$ cat src/rtl/smc_pkg.sv
// package of constants and types for the static memory cycle sequencer
package smc_pkg;
	// ****************************************
	// widths
	// ****************************************
	localparam int unsigned ADDR_W   = 24;
	localparam int unsigned DATA_W   = 32;
	localparam int unsigned LANE_W   = 4;
	localparam int unsigned WAIT_W   = 5;
	localparam int unsigned BANKS    = 4;
	localparam int unsigned BANK_W   = 2;
	// ****************************************
	// timing and reset values
	// ****************************************
	localparam real         BUS_CLOCK_PERIOD_NS = 8.0;
	localparam logic [WAIT_W-1:0] OE_DELAY_RST    = 5'h00;
	localparam logic [WAIT_W-1:0] READ_WAIT_RST   = 5'h1f;
	localparam logic [WAIT_W-1:0] WE_DELAY_RST    = 5'h00;
	localparam logic [WAIT_W-1:0] WRITE_WAIT_RST  = 5'h1f;
	localparam logic [WAIT_W-1:0] WAIT_ONE        = 5'h01;
	localparam logic [WAIT_W-1:0] WAIT_ZERO       = 5'h00;
	localparam logic [WAIT_W:0]   HOLD_CYCLES     = 6'h01;
	// ****************************************
	// sequencer states
	// ****************************************
	typedef enum logic [2:0] {
		SMC_IDLE   = 3'b000,
		SMC_RD_DLY = 3'b001,
		SMC_RD_ACT = 3'b010,
		SMC_WR_DLY = 3'b011,
		SMC_WR_ACT = 3'b100,
		SMC_HOLD   = 3'b101
	} smc_state_t;
endpackage

$ cat src/rtl/smc_cycle_seq.sv
// static memory cycle sequencer: chip select, strobes, lanes, address and data
`timescale 1ns/1ps

// Summary of operation
// - address becomes valid on the same edge that chip select goes active.
// - on a read, output enable and lane selects go active oe_delay_cycles after chip select.
// - on a read, output enable stays active read_wait - oe_delay + 1 cycles, or one cycle when read_wait is below oe_delay.
// - on a read, lane selects stay active for the same count as output enable.
// - at the end of a read, chip select drops on the edge that output enable and lanes drop.
// - after a read, the address holds for at least two more cycles, until the next request is taken.
// - on a write, data is driven on the edge that chip select goes active.
// - on a write, write enable and lanes go active we_delay + 1 cycles after chip select.
// - on a write, write enable and lanes stay active write_wait - we_delay + 1 cycles, or one cycle when write_wait is below we_delay.
// - write data stays stable one cycle after write enable drops.
// - address and write data stay unchanged one cycle after lanes drop on a write.
// - output enable delay is kept separately for each of four banks.
module smc_cycle_seq (
	input  wire logic                        i_core_clk,
	input  wire logic                        i_resetn,
	input  wire logic                        i_ce,
	input  wire logic                        i_cfg_we,
	input  wire logic [smc_pkg::BANK_W-1:0]  i_cfg_bank,
	input  wire logic [smc_pkg::WAIT_W-1:0]  i_oe_delay_config,
	input  wire logic [smc_pkg::WAIT_W-1:0]  i_read_wait_config,
	input  wire logic [smc_pkg::WAIT_W-1:0]  i_we_delay_config,
	input  wire logic [smc_pkg::WAIT_W-1:0]  i_write_wait_config,
	input  wire logic                        i_req_valid,
	input  wire logic                        i_req_write,
	input  wire logic [smc_pkg::BANK_W-1:0]  i_req_bank,
	input  wire logic [smc_pkg::ADDR_W-1:0]  i_req_addr,
	input  wire logic [smc_pkg::DATA_W-1:0]  i_req_wdata,
	input  wire logic [smc_pkg::LANE_W-1:0]  i_req_lanes,
	output logic                             o_req_ready,
	output logic                             o_rd_valid,
	output logic      [smc_pkg::DATA_W-1:0]  o_rd_data,
	output logic                             o_busy,
	output logic      [smc_pkg::BANKS-1:0]   o_chip_select_n,
	output logic                             o_output_enable_n,
	output logic                             o_write_enable_n,
	output logic      [smc_pkg::LANE_W-1:0]  o_byte_lane_select_n,
	output logic      [smc_pkg::ADDR_W-1:0]  o_addr,
	input  wire logic [smc_pkg::DATA_W-1:0]  i_data,
	output logic      [smc_pkg::DATA_W-1:0]  o_data,
	output logic                             o_data_oe
);
	import smc_pkg::*;

	// ****************************************
	// helpers
	// ****************************************
	function automatic logic [WAIT_W:0] span(input logic [WAIT_W-1:0] total,
		input logic [WAIT_W-1:0] dly);
		// active length minus one; a wait below its delay gives one cycle
		if (total > dly) begin
			span = {1'b0, total} - {1'b0, dly};
		end else begin
			span = '0;
		end
	endfunction

	// ****************************************
	// state
	// ****************************************
	smc_state_t            st_q, st_d;
	logic [BANK_W-1:0]     bank_q, bank_d;
	logic                  cs_q, cs_d;
	logic                  oe_q, oe_d;
	logic                  we_q, we_d;
	logic                  lane_on_q, lane_on_d;
	logic [LANE_W-1:0]     lanes_q, lanes_d;
	logic [ADDR_W-1:0]     addr_q, addr_d;
	logic [DATA_W-1:0]     wdata_q, wdata_d;
	logic                  doe_q, doe_d;
	logic                  rdv_q, rdv_d;
	logic [DATA_W-1:0]     rdata_q, rdata_d;
	logic [DATA_W-1:0]     din_s1_q;
	logic [DATA_W-1:0]     din_s2_q;
	logic                  cnt_load;
	logic [WAIT_W:0]       cnt_val;
	logic                  cnt_zero;
	logic [WAIT_W-1:0]     oe_dly;
	logic [WAIT_W-1:0]     rd_wait;
	logic [WAIT_W-1:0]     we_dly;
	logic [WAIT_W-1:0]     wr_wait;
	logic [BANK_W-1:0]     sel_bank;
	logic [BANKS-1:0]      csn_q, csn_d;

	// ****************************************
	// bank wait values
	// ****************************************
	assign sel_bank = (st_q == SMC_IDLE) ? i_req_bank : bank_q;

	smc_bank_wait_regs u_regs (
		.i_core_clk          (i_core_clk),
		.i_resetn            (i_resetn),
		.i_ce                (i_ce),
		.i_cfg_we            (i_cfg_we),
		.i_cfg_bank          (i_cfg_bank),
		.i_oe_delay_config   (i_oe_delay_config),
		.i_read_wait_config  (i_read_wait_config),
		.i_we_delay_config   (i_we_delay_config),
		.i_write_wait_config (i_write_wait_config),
		.i_sel_bank          (sel_bank),
		.o_oe_delay_cycles   (oe_dly),
		.o_read_wait_cycles  (rd_wait),
		.o_we_delay_cycles   (we_dly),
		.o_write_wait_cycles (wr_wait)
	);

	// ****************************************
	// phase counter
	// ****************************************
	smc_down_counter u_cnt (
		.i_core_clk (i_core_clk),
		.i_resetn   (i_resetn),
		.i_ce       (i_ce),
		.i_load     (cnt_load),
		.i_load_val (cnt_val),
		.o_count    (),
		.o_zero     (cnt_zero)
	);

	// ****************************************
	// read data input synchroniser
	// ****************************************
	always_ff @(posedge i_core_clk or negedge i_resetn) begin
		if (!i_resetn) begin
			din_s1_q <= '0;
			din_s2_q <= '0;
		end else if (i_ce) begin
			din_s1_q <= i_data;
			din_s2_q <= din_s1_q;
		end
	end

	// ****************************************
	// sequencer next state
	// ****************************************
	always_comb begin
		st_d      = st_q;
		bank_d    = bank_q;
		cs_d      = cs_q;
		oe_d      = oe_q;
		we_d      = we_q;
		lane_on_d = lane_on_q;
		lanes_d   = lanes_q;
		addr_d    = addr_q;
		wdata_d   = wdata_q;
		doe_d     = doe_q;
		rdv_d     = 1'b0;
		rdata_d   = rdata_q;
		cnt_load  = 1'b0;
		cnt_val   = '0;
		case (st_q)
			SMC_IDLE: begin
				if (i_req_valid) begin
					bank_d   = i_req_bank;
					cs_d     = 1'b1;
					addr_d   = i_req_addr;
					lanes_d  = i_req_lanes;
					cnt_load = 1'b1;
					if (i_req_write) begin
						wdata_d = i_req_wdata;
						doe_d   = 1'b1;
						cnt_val = {1'b0, we_dly};
						st_d    = SMC_WR_DLY;
					end else if (oe_dly == WAIT_ZERO) begin
						oe_d      = 1'b1;
						lane_on_d = 1'b1;
						cnt_val   = span(rd_wait, oe_dly);
						st_d      = SMC_RD_ACT;
					end else begin
						cnt_val = {1'b0, oe_dly - WAIT_ONE};
						st_d    = SMC_RD_DLY;
					end
				end
			end
			SMC_RD_DLY: begin
				if (cnt_zero) begin
					oe_d      = 1'b1;
					lane_on_d = 1'b1;
					cnt_load  = 1'b1;
					cnt_val   = span(rd_wait, oe_dly);
					st_d      = SMC_RD_ACT;
				end
			end
			SMC_RD_ACT: begin
				if (cnt_zero) begin
					oe_d      = 1'b0;
					lane_on_d = 1'b0;
					cs_d      = 1'b0;
					rdata_d   = din_s2_q;
					rdv_d     = 1'b1;
					cnt_load  = 1'b1;
					cnt_val   = HOLD_CYCLES - 1'b1;
					st_d      = SMC_HOLD;
				end
			end
			SMC_WR_DLY: begin
				if (cnt_zero) begin
					we_d      = 1'b1;
					lane_on_d = 1'b1;
					cnt_load  = 1'b1;
					cnt_val   = span(wr_wait, we_dly);
					st_d      = SMC_WR_ACT;
				end
			end
			SMC_WR_ACT: begin
				if (cnt_zero) begin
					we_d      = 1'b0;
					lane_on_d = 1'b0;
					cs_d      = 1'b0;
					cnt_load  = 1'b1;
					cnt_val   = HOLD_CYCLES - 1'b1;
					st_d      = SMC_HOLD;
				end
			end
			SMC_HOLD: begin
				if (cnt_zero) begin
					doe_d = 1'b0;
					st_d  = SMC_IDLE;
				end
			end
			default: begin
				st_d      = SMC_IDLE;
				cs_d      = 1'b0;
				oe_d      = 1'b0;
				we_d      = 1'b0;
				lane_on_d = 1'b0;
				doe_d     = 1'b0;
			end
		endcase
	end

	// ****************************************
	// sequencer state register
	// ****************************************
	always_ff @(posedge i_core_clk or negedge i_resetn) begin
		if (!i_resetn) begin
			st_q      <= SMC_IDLE;
			bank_q    <= '0;
			cs_q      <= 1'b0;
			oe_q      <= 1'b0;
			we_q      <= 1'b0;
			lane_on_q <= 1'b0;
			lanes_q   <= '0;
			addr_q    <= '0;
			wdata_q   <= '0;
			doe_q     <= 1'b0;
			rdv_q     <= 1'b0;
			rdata_q   <= '0;
		end else if (i_ce) begin
			st_q      <= st_d;
			bank_q    <= bank_d;
			cs_q      <= cs_d;
			oe_q      <= oe_d;
			we_q      <= we_d;
			lane_on_q <= lane_on_d;
			lanes_q   <= lanes_d;
			addr_q    <= addr_d;
			wdata_q   <= wdata_d;
			doe_q     <= doe_d;
			rdv_q     <= rdv_d;
			rdata_q   <= rdata_d;
		end
	end

	// ****************************************
	// outputs
	// ****************************************
	// ****************************************
	// chip select pins, decoded ahead of the flops
	// ****************************************
	always_comb begin
		csn_d = '1;
		if (cs_d) begin
			csn_d[bank_d] = 1'b0;
		end
	end

	always_ff @(posedge i_core_clk or negedge i_resetn) begin
		if (!i_resetn) begin
			csn_q <= '1;
		end else if (i_ce) begin
			csn_q <= csn_d;
		end
	end

	assign o_chip_select_n      = csn_q;

	assign o_output_enable_n    = ~oe_q;
	assign o_write_enable_n     = ~we_q;
	assign o_byte_lane_select_n = lane_on_q ? ~lanes_q : '1;
	assign o_addr               = addr_q;
	assign o_data               = wdata_q;
	assign o_data_oe            = doe_q;
	assign o_rd_valid           = rdv_q;
	assign o_rd_data            = rdata_q;
	assign o_busy               = (st_q != SMC_IDLE);
	assign o_req_ready          = (st_q == SMC_IDLE);
endmodule

$ cat src/rtl/smc_down_counter.sv
// down-counter that times the phases of a memory cycle
`timescale 1ns/1ps
module smc_down_counter (
	input  wire logic                      i_core_clk,
	input  wire logic                      i_resetn,
	input  wire logic                      i_ce,
	input  wire logic                      i_load,
	input  wire logic [smc_pkg::WAIT_W:0]  i_load_val,
	output logic      [smc_pkg::WAIT_W:0]  o_count,
	output logic                           o_zero
);
	import smc_pkg::*;
	logic [WAIT_W:0] cnt_q;
	logic [WAIT_W:0] cnt_d;

	always_comb begin
		cnt_d = cnt_q;
		if (i_load) begin
			cnt_d = i_load_val;
		end else if (cnt_q != '0) begin
			cnt_d = cnt_q - 1'b1;
		end
	end

	always_ff @(posedge i_core_clk or negedge i_resetn) begin
		if (!i_resetn) begin
			cnt_q <= '0;
		end else if (i_ce) begin
			cnt_q <= cnt_d;
		end
	end

	assign o_count = cnt_q;
	assign o_zero  = (cnt_q == '0);
endmodule

$ cat src/rtl/smc_bank_wait_regs.sv
// per-bank wait and delay settings, selected by bank index
`timescale 1ns/1ps
module smc_bank_wait_regs (
	input  wire logic                        i_core_clk,
	input  wire logic                        i_resetn,
	input  wire logic                        i_ce,
	input  wire logic                        i_cfg_we,
	input  wire logic [smc_pkg::BANK_W-1:0]  i_cfg_bank,
	input  wire logic [smc_pkg::WAIT_W-1:0]  i_oe_delay_config,
	input  wire logic [smc_pkg::WAIT_W-1:0]  i_read_wait_config,
	input  wire logic [smc_pkg::WAIT_W-1:0]  i_we_delay_config,
	input  wire logic [smc_pkg::WAIT_W-1:0]  i_write_wait_config,
	input  wire logic [smc_pkg::BANK_W-1:0]  i_sel_bank,
	output logic      [smc_pkg::WAIT_W-1:0]  o_oe_delay_cycles,
	output logic      [smc_pkg::WAIT_W-1:0]  o_read_wait_cycles,
	output logic      [smc_pkg::WAIT_W-1:0]  o_we_delay_cycles,
	output logic      [smc_pkg::WAIT_W-1:0]  o_write_wait_cycles
);
	import smc_pkg::*;
	logic [WAIT_W-1:0] oe_q [BANKS];
	logic [WAIT_W-1:0] rd_q [BANKS];
	logic [WAIT_W-1:0] wen_q [BANKS];
	logic [WAIT_W-1:0] wr_q [BANKS];
	logic [WAIT_W-1:0] oe_d [BANKS];
	logic [WAIT_W-1:0] rd_d [BANKS];
	logic [WAIT_W-1:0] wen_d [BANKS];
	logic [WAIT_W-1:0] wr_d [BANKS];

	always_comb begin
		for (int b = 0; b < BANKS; b++) begin
			oe_d[b]  = oe_q[b];
			rd_d[b]  = rd_q[b];
			wen_d[b] = wen_q[b];
			wr_d[b]  = wr_q[b];
		end
		if (i_cfg_we) begin
			oe_d[i_cfg_bank]  = i_oe_delay_config;
			rd_d[i_cfg_bank]  = i_read_wait_config;
			wen_d[i_cfg_bank] = i_we_delay_config;
			wr_d[i_cfg_bank]  = i_write_wait_config;
		end
	end

	always_ff @(posedge i_core_clk or negedge i_resetn) begin
		if (!i_resetn) begin
			for (int b = 0; b < BANKS; b++) begin
				oe_q[b]  <= OE_DELAY_RST;
				rd_q[b]  <= READ_WAIT_RST;
				wen_q[b] <= WE_DELAY_RST;
				wr_q[b]  <= WRITE_WAIT_RST;
			end
		end else if (i_ce) begin
			for (int b = 0; b < BANKS; b++) begin
				oe_q[b]  <= oe_d[b];
				rd_q[b]  <= rd_d[b];
				wen_q[b] <= wen_d[b];
				wr_q[b]  <= wr_d[b];
			end
		end
	end

	assign o_oe_delay_cycles   = oe_q[i_sel_bank];
	assign o_read_wait_cycles  = rd_q[i_sel_bank];
	assign o_we_delay_cycles   = wen_q[i_sel_bank];
	assign o_write_wait_cycles = wr_q[i_sel_bank];
endmodule

$ cat config.mk
export PLATFORM = sky130hd
export DESIGN_NAME = smc_cycle_seq
export DESIGN_NICKNAME = d
export VERILOG_FILES = /design/src/rtl/smc_pkg.sv /design/src/rtl/smc_cycle_seq.sv /design/src/rtl/smc_down_counter.sv /design/src/rtl/smc_bank_wait_regs.sv
export SDC_FILE = /design/constraint.sdc
export NUM_CORES = 1
export LEC_CHECK = 0
export BUFFER_PORTS_ARGS = -buffer_cell sky130_fd_sc_hd__buf_2
export CAP_MARGIN = 20
export CORE_UTILIZATION = 55
export CTS_CLUSTER_DIAMETER = 120
export CTS_CLUSTER_SIZE = 28
export DETAILED_ROUTE_END_ITERATION = 6
export PLACE_DENSITY = 0.86
export SYNTH_ARGS = -nofsm -noshare
export SYNTH_HDL_FRONTEND = slang
export SYNTH_HIERARCHICAL = 1
export SYNTH_SLANG_ARGS = --single-unit
$ cat constraint.sdc
create_clock -name i_core_clk -period 4.7 [get_ports i_core_clk]
set_input_delay 0.47 -clock i_core_clk [delete_from_list [all_inputs] [get_ports i_core_clk]]
set_output_delay 0.47 -clock i_core_clk [all_outputs]
set_load 0.02 [all_outputs]
Word-level counts from Yosys, hierarchy flattened:

Index checks and enable logic that the tools add are counted.

* eq/ne operators: 16
* order comparisons: 7
* reductions and logical operators: 24
* bitwise logic cells: 10
* shift operators: 0
* divide/modulo/power cells: 0
* multipliers: 0
* add/sub/neg operators: 4
* mux-type cells: 61

Operators by type and width (number)
* bitwise mux 20 bit: 4
* 2-to-1 mux 6 bit: 9
* 2-to-1 mux 5 bit: 9
* binary-select mux 5 bit (select 2 bit): 4
* one-hot mux 6 bit (3 select lines): 1
* != test 2 bit (second input constant): 8
* 2-to-1 mux 3 bit: 5
* one-hot mux 3 bit (5 select lines): 1
* AND reduction 7 bit: 2
* 2-to-1 mux 1 bit: 13
* subtractor 5 x 5 -> 6 bit: 2
* demux 5 bit (select 2 bit): 1
* > comparator 5 bit: 2
* 2-to-1 mux 2 bit: 5
* one-hot mux 1 bit (3 select lines): 3
* 2-to-1 mux 4 bit: 2
* inverter 4 bit: 2
* one-hot mux 1 bit (4 select lines): 2
* AND reduction 4 bit: 2
* OR reduction 4 bit: 2
* equality test 3 x 2 -> 1 bit (second input constant): 2
* equality test 3 bit (second input constant): 2
* >= comparator 3 bit (second input constant): 2
* zero test 6 bit: 1
* other kinds (23): 36

* output and inout port bits: 102
* ROM bits: 0
* logic and storage cells: 154
* register bits: 257
* memories: 0
* latch bits: 0
* memory bits (writable): 0
* input port bits: 122

Logic depth before layout (Yosys ltp):

Gate-level depths: netlist of the first run.

* depth in word-level cells: 13
* mapped depth: 18
* depth with buffers taken out: 15

Hierarchy:

Netlist of the first run, hierarchy kept.

By module, submodules not included
* smc_cycle_seq: cells each 533, area an instance 7392.1 sq um, instances 1, seq. area each 4284.1 sq um
* smc_bank_wait_regs: cells each 196, area an instance 3638.5 sq um, instances 1, seq. area each 2052.0 sq um
* smc_down_counter: cells each 46, area an instance 424.2 sq um, instances 1, seq. area each 150.1 sq um

Least setup slack after synthesis of the first run:

OpenSTA, ideal clock, no wires.

* path type: flip-flop to flip-flop
* from: register st_q[2]
* to: register u_cnt.cnt_q[3] (netlist: u_cnt/o_count[3])
* setup slack: 361 ps
* cell stages (with the launch flop): 18
* path buffers: 3
* required time: 4562 ps
* data arrival time: 4201 ps
* library setup time: 138 ps
* period minus slack after synthesis: 4339 ps
* cells stage by stage: dfrtp_1 buf_2 clkbuf_1 nor3_1 mux2_2 buf_4 mux4_2 inv_1 ha_1 inv_1 fa_1 a211oi_1 nor2_1 o21a_1 and3_1 o21bai_1 a222oi_1 o41ai_1

* elaborated cells on any way between the ends: 38
* those cells by class: add/sub: 3; order compare: 2; eq/ne: 4; mux: 23; bitwise: 1; reduce/logical: 5

RTL lines
* start, declared: RTL line smc_cycle_seq.sv:64 `smc_state_t st_q, st_d;`
* start signal, assigned: RTL line smc_cycle_seq.sv:253 `st_q <= st_d;`
* zero test 3 bit (*)
* via o_req_ready: RTL line smc_cycle_seq.sv:33 `output logic o_req_ready,`
* 2-to-1 mux 2 bit (*): RTL line smc_cycle_seq.sv:91 `assign sel_bank = (st_q == SMC_IDLE) ? i_req_bank : bank_q;`
* via sel_bank[0]: RTL line smc_cycle_seq.sv:85 `logic [BANK_W-1:0] sel_bank;`
* inverter 2 -> 3 bit (not written as such) (*): RTL line smc_bank_wait_regs.sv:65 `assign o_write_wait_cycles = wr_q[i_sel_bank];`
* binary-select mux 5 bit (select 2 bit) (*): RTL line smc_bank_wait_regs.sv:65
* 2-to-1 mux 5 bit (not written as such) (*) (2 in series): RTL line smc_bank_wait_regs.sv:65
* via wr_wait[0]: RTL line smc_cycle_seq.sv:84 `logic [WAIT_W-1:0] wr_wait;`
* subtractor 5 x 5 -> 6 bit or > comparator 5 bit (tied branches): RTL line smc_cycle_seq.sv:55, smc_cycle_seq.sv:54
* 2-to-1 mux 6 bit (*): RTL line smc_cycle_seq.sv:54 `if (total > dly) begin`
* 2-to-1 mux 6 bit (*): RTL line smc_cycle_seq.sv:200 `if (cnt_zero) begin`
* one-hot mux 6 bit (3 select lines) (*): RTL line smc_cycle_seq.sv:154 `case (st_q)`
* via cnt_val[3]: RTL line smc_cycle_seq.sv:79 `logic [WAIT_W:0] cnt_val;`
* 2-to-1 mux 6 bit (*): RTL line smc_down_counter.sv:18 `if (i_load) begin`
* end signal, assigned: RTL line smc_down_counter.sv:29 `cnt_q <= cnt_d;`
* end, declared: RTL line smc_down_counter.sv:13 `logic [WAIT_W:0] cnt_q;`

The timed path passes the listed nets; every way through them passes the cells marked *. The select of a mux whose other input is x is not followed.
A chain may end at the register's enable or synchronous reset.

Final worst setup path of the first run:

* from: register st_q[1]
* to: register u_cnt.cnt_q[3] (netlist: u_cnt/o_count[3])

* elaborated cells on any way between the ends: 38
* those cells by class: add/sub: 3; order compare: 2; eq/ne: 4; mux: 23; bitwise: 1; reduce/logical: 5

RTL lines (RTL line)
* zero test 3 bit (*): smc_cycle_seq.sv:91
* 2-to-1 mux 2 bit (*): smc_cycle_seq.sv:91
* via sel_bank[0]: smc_cycle_seq.sv:85
* inverter 2 -> 3 bit (not written as such) (*): smc_bank_wait_regs.sv:65
* binary-select mux 5 bit (select 2 bit) (*): smc_bank_wait_regs.sv:65
* 2-to-1 mux 5 bit (not written as such) (*) (2 in series): smc_bank_wait_regs.sv:65
* via wr_wait[1]: smc_cycle_seq.sv:84
* subtractor 5 x 5 -> 6 bit or > comparator 5 bit (tied branches): smc_cycle_seq.sv:55, smc_cycle_seq.sv:54
* 2-to-1 mux 6 bit (*): smc_cycle_seq.sv:54
* 2-to-1 mux 6 bit (*): smc_cycle_seq.sv:200
* one-hot mux 6 bit (3 select lines) (*): smc_cycle_seq.sv:154
* via cnt_val[3]: smc_cycle_seq.sv:79
* 2-to-1 mux 6 bit (*): smc_down_counter.sv:18

Marked as above.

==> results.json, run 1 <==
{
  "cts_sinks": 257,
  "start_kind": "register",
  "fin_worst_skew_ps": 24.5,
  "p_comb_frac": 0.448,
  "cp_max_fo": 12,
  "cts_resized": 0,
  "yosysWarnings": 6,
  "seq_area_frac_synth": 0.566,
  "ys_seq_elements": 257,
  "grt_pass1_wl_mm": 37.6,
  "antennaDiodeCount": 0,
  "io_buffers": 223,
  "final_nets": 1126,
  "viasPerCell": 5.60,
  "syn_nets": 912,
  "crit_arrival_ps": 4440,
  "cts.clk_slew.worst_paths_ps": 100,
  "clkPwrFrac": 0.151,
  "clk_latency_ps": 490,
  "layout-drive-gt1-share": 0.571,
  "hold_viol_final": 0,
  "numCtsBuffers": 13,
  "min_period_ps": 4070,
  "fp.coreArea_mm2": 0.0203,
  "path_cells": "nor3_1, mux2_2, buf_4, mux4_2, fa_1, a211oi_1, nor2_1, o21a_1, and3_1, o21bai_1, a222oi_1, o41ai_1",
  "grt_pass1_vias": 7215,
  "rsz0062_at_grt": "no",
  "wl_per_cell_um": 18.3,
  "die_h_um": 146,
  "power.switching_mw": 3.02,
  "place_area_mm2": 0.0128,
  "cp_top_family": "multiplexers",
  "cts_hold_buf": 0,
  "htreeDepth": 1,
  "ctsRootBufferMaster": "clkbuf_16",
  "finalMaxSlewViolations": 0,
  "switching_share": 0.372,
  "tritoncts": "done",
  "route.detailed.drc": 0,
  "synth_ff_type": "dfrtp_1",
  "startpoint": "st_q[1]",
  "antenna_found_initial": 2,
  "syn_area_mm2": 0.0115,
  "vias": 7085,
  "critical_path_buf_inv_count": 1,
  "start_util": 0.564,
  "synthArstFlopShare": 1.00,
  "place_congestion": 0.855,
  "slew_headroom": 0.414,
  "outcome": "finished clean",
  "drtIter0Drc": 309,
  "cap_violations": 0,
  "setup_viol": 0,
  "fin_setup_tns_ps": 0,
  "synth_cell_types": 65,
  "worstSetupPathType": "register to register",
  "synth_edf_count": 0,
  "fin_crit_sh": 0.866,
  "hold_class": "input port to async pin",
  "critPathSlowestCell": "mux4_2",
  "die_w_um": 146,
  "grt_max_degree": 115,
  "tightest_slew_ps": 878,
  "fin_ws_ps": 632,
  "max_freq_ghz": 0.246,
  "pre_cts_ws_ps": 624,
  "leakage_nw": 6.11,
  "vdd_drop_max_mv": 0.324,
  "grt_util_all_layers": 0.218,
  "p_seq_frac": 0.401,
  "cts_setup_buffers": 0,
  "fp-row-count": 52,
  "io_pins": 224,
  "power.density_mw_per_mm2": 616,
  "route.antenna.remaining_nets": 0,
  "die-area_mm2": 0.0214,
  "crit_path_end_kind": "register",
  "area_growth_pct": 15.0,
  "cts_buffer_depth": 3,
  "p_int_mw": 5.10,
  "hpwl_mm": 16.8,
  "first_pass_iters": 4,
  "avgSynthCellArea_um2": 14.8,
  "design_area_mm2": 0.0132,
  "finalWirelength_mm": 23.1,
  "slowest_delay_ps": 570,
  "grt-ovfl-total": 0,
  "reg2reg_from": "st_q[1]",
  "synthCells": 775,
  "critPathRequiredTime_ps": 5070
}
==> power groups by stage <==
stage	Sequential [mW]	Clock (mW)	Combinational (mW)
after floorplan	3.66	0	2.22
after global placement	3.26	0	3.53
after detailed placement	3.31	0	3.63
after CTS	3.26	1.27	3.65
after global routing	3.34	1.35	3.94
final	3.26	1.22	3.63
==> logic make-up after synthesis <==
logic type	Yosys count	synth area share
simple gates	86	0.0441
fa+ha+maj	16	0.0186
buf+inv	65	0.0313
flops	257	0.566
xor+xnor	6	0.00459
mux	267	0.288
compound gates	78	0.0466
==> worst reg2reg max path, cell delays in order, from the launching register on <==
cell	delay [ps]
dfrtp_1	390
nor3_1	440
mux2_2	530
buf_4	310
mux4_2	570
fa_1	470
a211oi_1	240
nor2_1	130
o21a_1	200
and3_1	160
o21bai_1	140
a222oi_1	250
o41ai_1	120
==> metrics by stage <==
step,power [mW],util,std cells,hold WS [ps]
floorplan,5.88,-,775,174
global placement,6.79,0.629,1244,459
detailed placement,6.94,0.629,1244,465
CTS,8.18,0.649,1266,74.5
global route,8.62,0.649,1266,110
finish,8.12,0.649,1266,39.9
==> per-layer routing <==
metal  GRT usage  routed length, um  up-vias
li1            -                  -     3250
met1       0.289               9730     3585
met2       0.379              11700      215
met3      0.0388               1380       31
met4      0.0438                316        4
met5           0                 26        -
==> area by class of cell <==
class,count,area (um^2)
clock buffer,20,352
clock inverter,2,38.8
fill,1467,7130
inverter,28,105
multi-input combinational,453,4610
sequential,257,6490
tap,270,338
timing repair buffer,236,1240
==> synth_stat cells, types with 6 or more instances <==
master	n	area share
a21o_1	6	0.0039
a21oi_1	18	0.0079
buf_2	18	0.0079
buf_4	8	0.0052
dfrtp_1	213	0.47
dfstp_2	44	0.10
ha_1	13	0.014
inv_1	28	0.0092
mux2_2	221	0.22
mux2_4	21	0.028
mux4_2	20	0.039
nand2_1	22	0.0072
nor2_1	17	0.0056
nor2b_1	6	0.0033
nor3_1	8	0.0035
o21ai_0	16	0.0070
==> path summary, 6_finish.rpt <==
| check | end | slack [ps] | cells past startpoint |
|---|---|---|---|
| max | u_cnt/o_count[3] | 630 | 12 |
| min | din_s1_q[18] | 40 | 1 |
| max in group asynchronous | o_data[30] | 3430 | 2 |
| min reg2reg | o_rd_valid | 490 | 1 |
| max reg2reg | u_cnt/o_count[3] | 630 | 12 |
| min in group i_core_clk | din_s1_q[15] | 210 | 2 |
==> state kept, by name (all words and copies together) (netlist names), 3 cells and up <==
name,flops
u_cnt/o_count,6
u_regs/oe_q,20
st_q,3
din_s2_q,32
o_addr,24
u_regs/wr_q,20
u_regs/rd_q,20
u_regs/wen_q,20
lanes_q,4
din_s1_q,32
o_chip_select_n,4
o_rd_data,32
o_data,32
==> placed cells by master (no fill, tap or decap), drive strengths merged, types with 4 or more instances in the layout <==
master and instances:
a21o 6, a21oi 19, and3 4, buf 236
clkbuf 20, dfrtp 213, dfstp 44, ha 13
inv 29, mux2 242, mux2i 5, mux4 20
nand2 22, nand2b 4, nand3 5, nand4 4
nor2 18, nor2b 6, nor3 8, o21ai 19
o41ai 5
Power figures use the tool's default switching activity.
==> run 2: changes to the inputs <==
- CELL_PAD_IN_SITES_DETAIL_PLACEMENT: unset -> 0
- CELL_PAD_IN_SITES_GLOBAL_PLACEMENT: unset -> 1
- CORE_UTILIZATION: 55 -> 45
- PLACE_DENSITY: 0.86 -> 0.85
==> run 2 against run 1 <==
Sequential share of layout area shrank 0.25 points. Die area grew 22%. Clock-buffer cell count is the same. Global-route usage shrank 3.7 points. Worst hold slack gained 9.2 ps. Critical path type unchanged. Non-clock buffer count is the same. Via count shrank 2.5%.
==> results.json, run 2 (synthesis gave the netlist of run 1 again) <==
{
  "cts_buffer_depth": 3,
  "antennaDiodeCount": 0,
  "worstSetupPathType": "register to register",
  "slew_headroom": 0.328,
  "grt_pass1_vias": 7124,
  "io_pins": 224,
  "fin_worst_skew_ps": 27.3,
  "crit_path_end_kind": "register",
  "place_congestion": 0.816,
  "cts.clk_slew.worst_paths_ps": 110,
  "cts_hold_buf": 0,
  "rsz0062_at_grt": "no",
  "fin_setup_tns_ps": 0,
  "design_area_mm2": 0.0132,
  "cp_max_fo": 14,
  "viasPerCell": 5.21,
  "start_util": 0.456,
  "critPathRequiredTime_ps": 5080,
  "grt_use_met2": 0.316,
  "antenna_found_initial": 0,
  "die_w_um": 162,
  "die_h_um": 162,
  "tritoncts": "done",
  "start_kind": "register",
  "hpwl_mm": 16.8,
  "route.detailed.drc": 0,
  "hold_class": "input port to async pin",
  "busiest_layer": "met2",
  "clk_latency_ps": 500,
  "area_growth_pct": 15.5,
  "hold_viol_final": 0,
  "grt_max_degree": 118,
  "fin_crit_sh": 0.877,
  "slowest_delay_ps": 620,
  "path_cells": "nor3_1, mux2_2, buf_4, mux4_2, inv_1, ha_1, nor4b_2, nand2b_1, a32oi_1, o21bai_1, a222oi_1, o41ai_1",
  "cts_sinks": 257,
  "power.total_mw": 8.14,
  "multi_input_area_mm2": 0.00461,
  "layout-drive-gt1-share": 0.571,
  "outcome": "finished clean",
  "leakage_nw": 6.11,
  "max_freq_ghz": 0.243,
  "place_area_mm2": 0.0128,
  "grt_pass1_wl_mm": 37.9,
  "power.density_mw_per_mm2": 615,
  "numCtsBuffers": 13,
  "critPathSlowestCell": "mux2_2",
  "ctsRootBufferMaster": "clkbuf_16",
  "gr-usage-met1": 0.234,
  "cap_violations": 0,
  "grt-ovfl-total": 0,
  "nFillCells": 2160,
  "met3_usage": 0.0311,
  "grt_util_all_layers": 0.181,
  "min_period_ps": 4120,
  "htreeDepth": 1,
  "drtIter0Drc": 354,
  "finalWirelength_mm": 23.3,
  "seqCellArea_mm2": 0.00649,
  "cts_setup_buffers": 0,
  "wl_per_cell_um": 17.6,
  "route.antenna.remaining_nets": 0,
  "first_pass_iters": 6,
  "crit_arrival_ps": 4510,
  "die-area_mm2": 0.0261,
  "final_cell_mix": "mux2_2 (221), buf_2 (221), dfrtp_1 (213)",
  "final_util": 0.527,
  "hold_ws_ps": 49.1,
  "tightest_slew_ps": 1010,
  "fp-row-count": 58,
  "fp.coreArea_mm2": 0.0251,
  "setup_viol": 0,
  "vias": 6909,
  "cts_resized": 0,
  "final_nets": 1126,
  "io_buffers": 223,
  "vdd_drop_max_mv": 0.322,
  "finalMaxSlewViolations": 0
}
[run 2: cell counts in the layout (fill, tap and decap cells not counted)]
No cell type changed its count.
[run 2: worst max-delay path: cells and delay by family (launching register included)]
family,cells,cell delay [ps]
AOI/OAI and AO/OA,4,730
adders and majority gates,1,240
buffers and inverters,2,430
DFF,1,390
muxes,2,1140
and+or+nand+nor,3,1050
[run 2: metrics by stage]
step | setup WS [ps] | cells
2_1_floorplan | 361 | 775
3_3_place_gp | 694 | 1304
3_5_place_dp | 535 | 1304
4_1_cts | 530 | 1326
5_1_grt | 157 | 1326
6_report | 577 | 1326
[run 2: routing by layer]
layer	part of all wire	routed length, um
met3	0.049	1150
met2	0.50	11600
met1	0.44	10300
met4	0.015	348
met5	0	0
[run 2: report_power, final]
| group | internal [mW] | leakage [nW] | total [mW] | switching (mW) |
|---|---|---|---|---|
| registers | 2.91 | 3.05 | 3.23 | 0.326 |
| clock network | 0.542 | 0.184 | 1.25 | 0.709 |
| logic | 1.65 | 2.87 | 3.66 | 2.01 |
[run 2: worst paths after layout]
path                       startpoint                to  slack, ps  cells past startpoint
max in group asynchronous    i_resetn     o_rd_data[30]       3470                      2
hold reg to reg            o_rd_valid        o_rd_valid        490                      1
min in group i_core_clk     i_data[7]       din_s1_q[7]        190                      2
setup / recovery              st_q[1]  u_cnt/o_count[3]        580                     12
hold / removal               i_resetn   u_regs/oe_q[13]         50                      1
setup reg to reg              st_q[1]  u_cnt/o_count[3]        580                     12
[run 2: cell type report]
class / count / area share
repair buffers: 236 / 0.0926
well taps: 330 / 0.0312
multi-input cells: 453 / 0.349
clock inverters: 2 / 0.00293
inverters: 28 / 0.00794
clock buffers: 20 / 0.0266
flip-flops and latches: 257 / 0.490
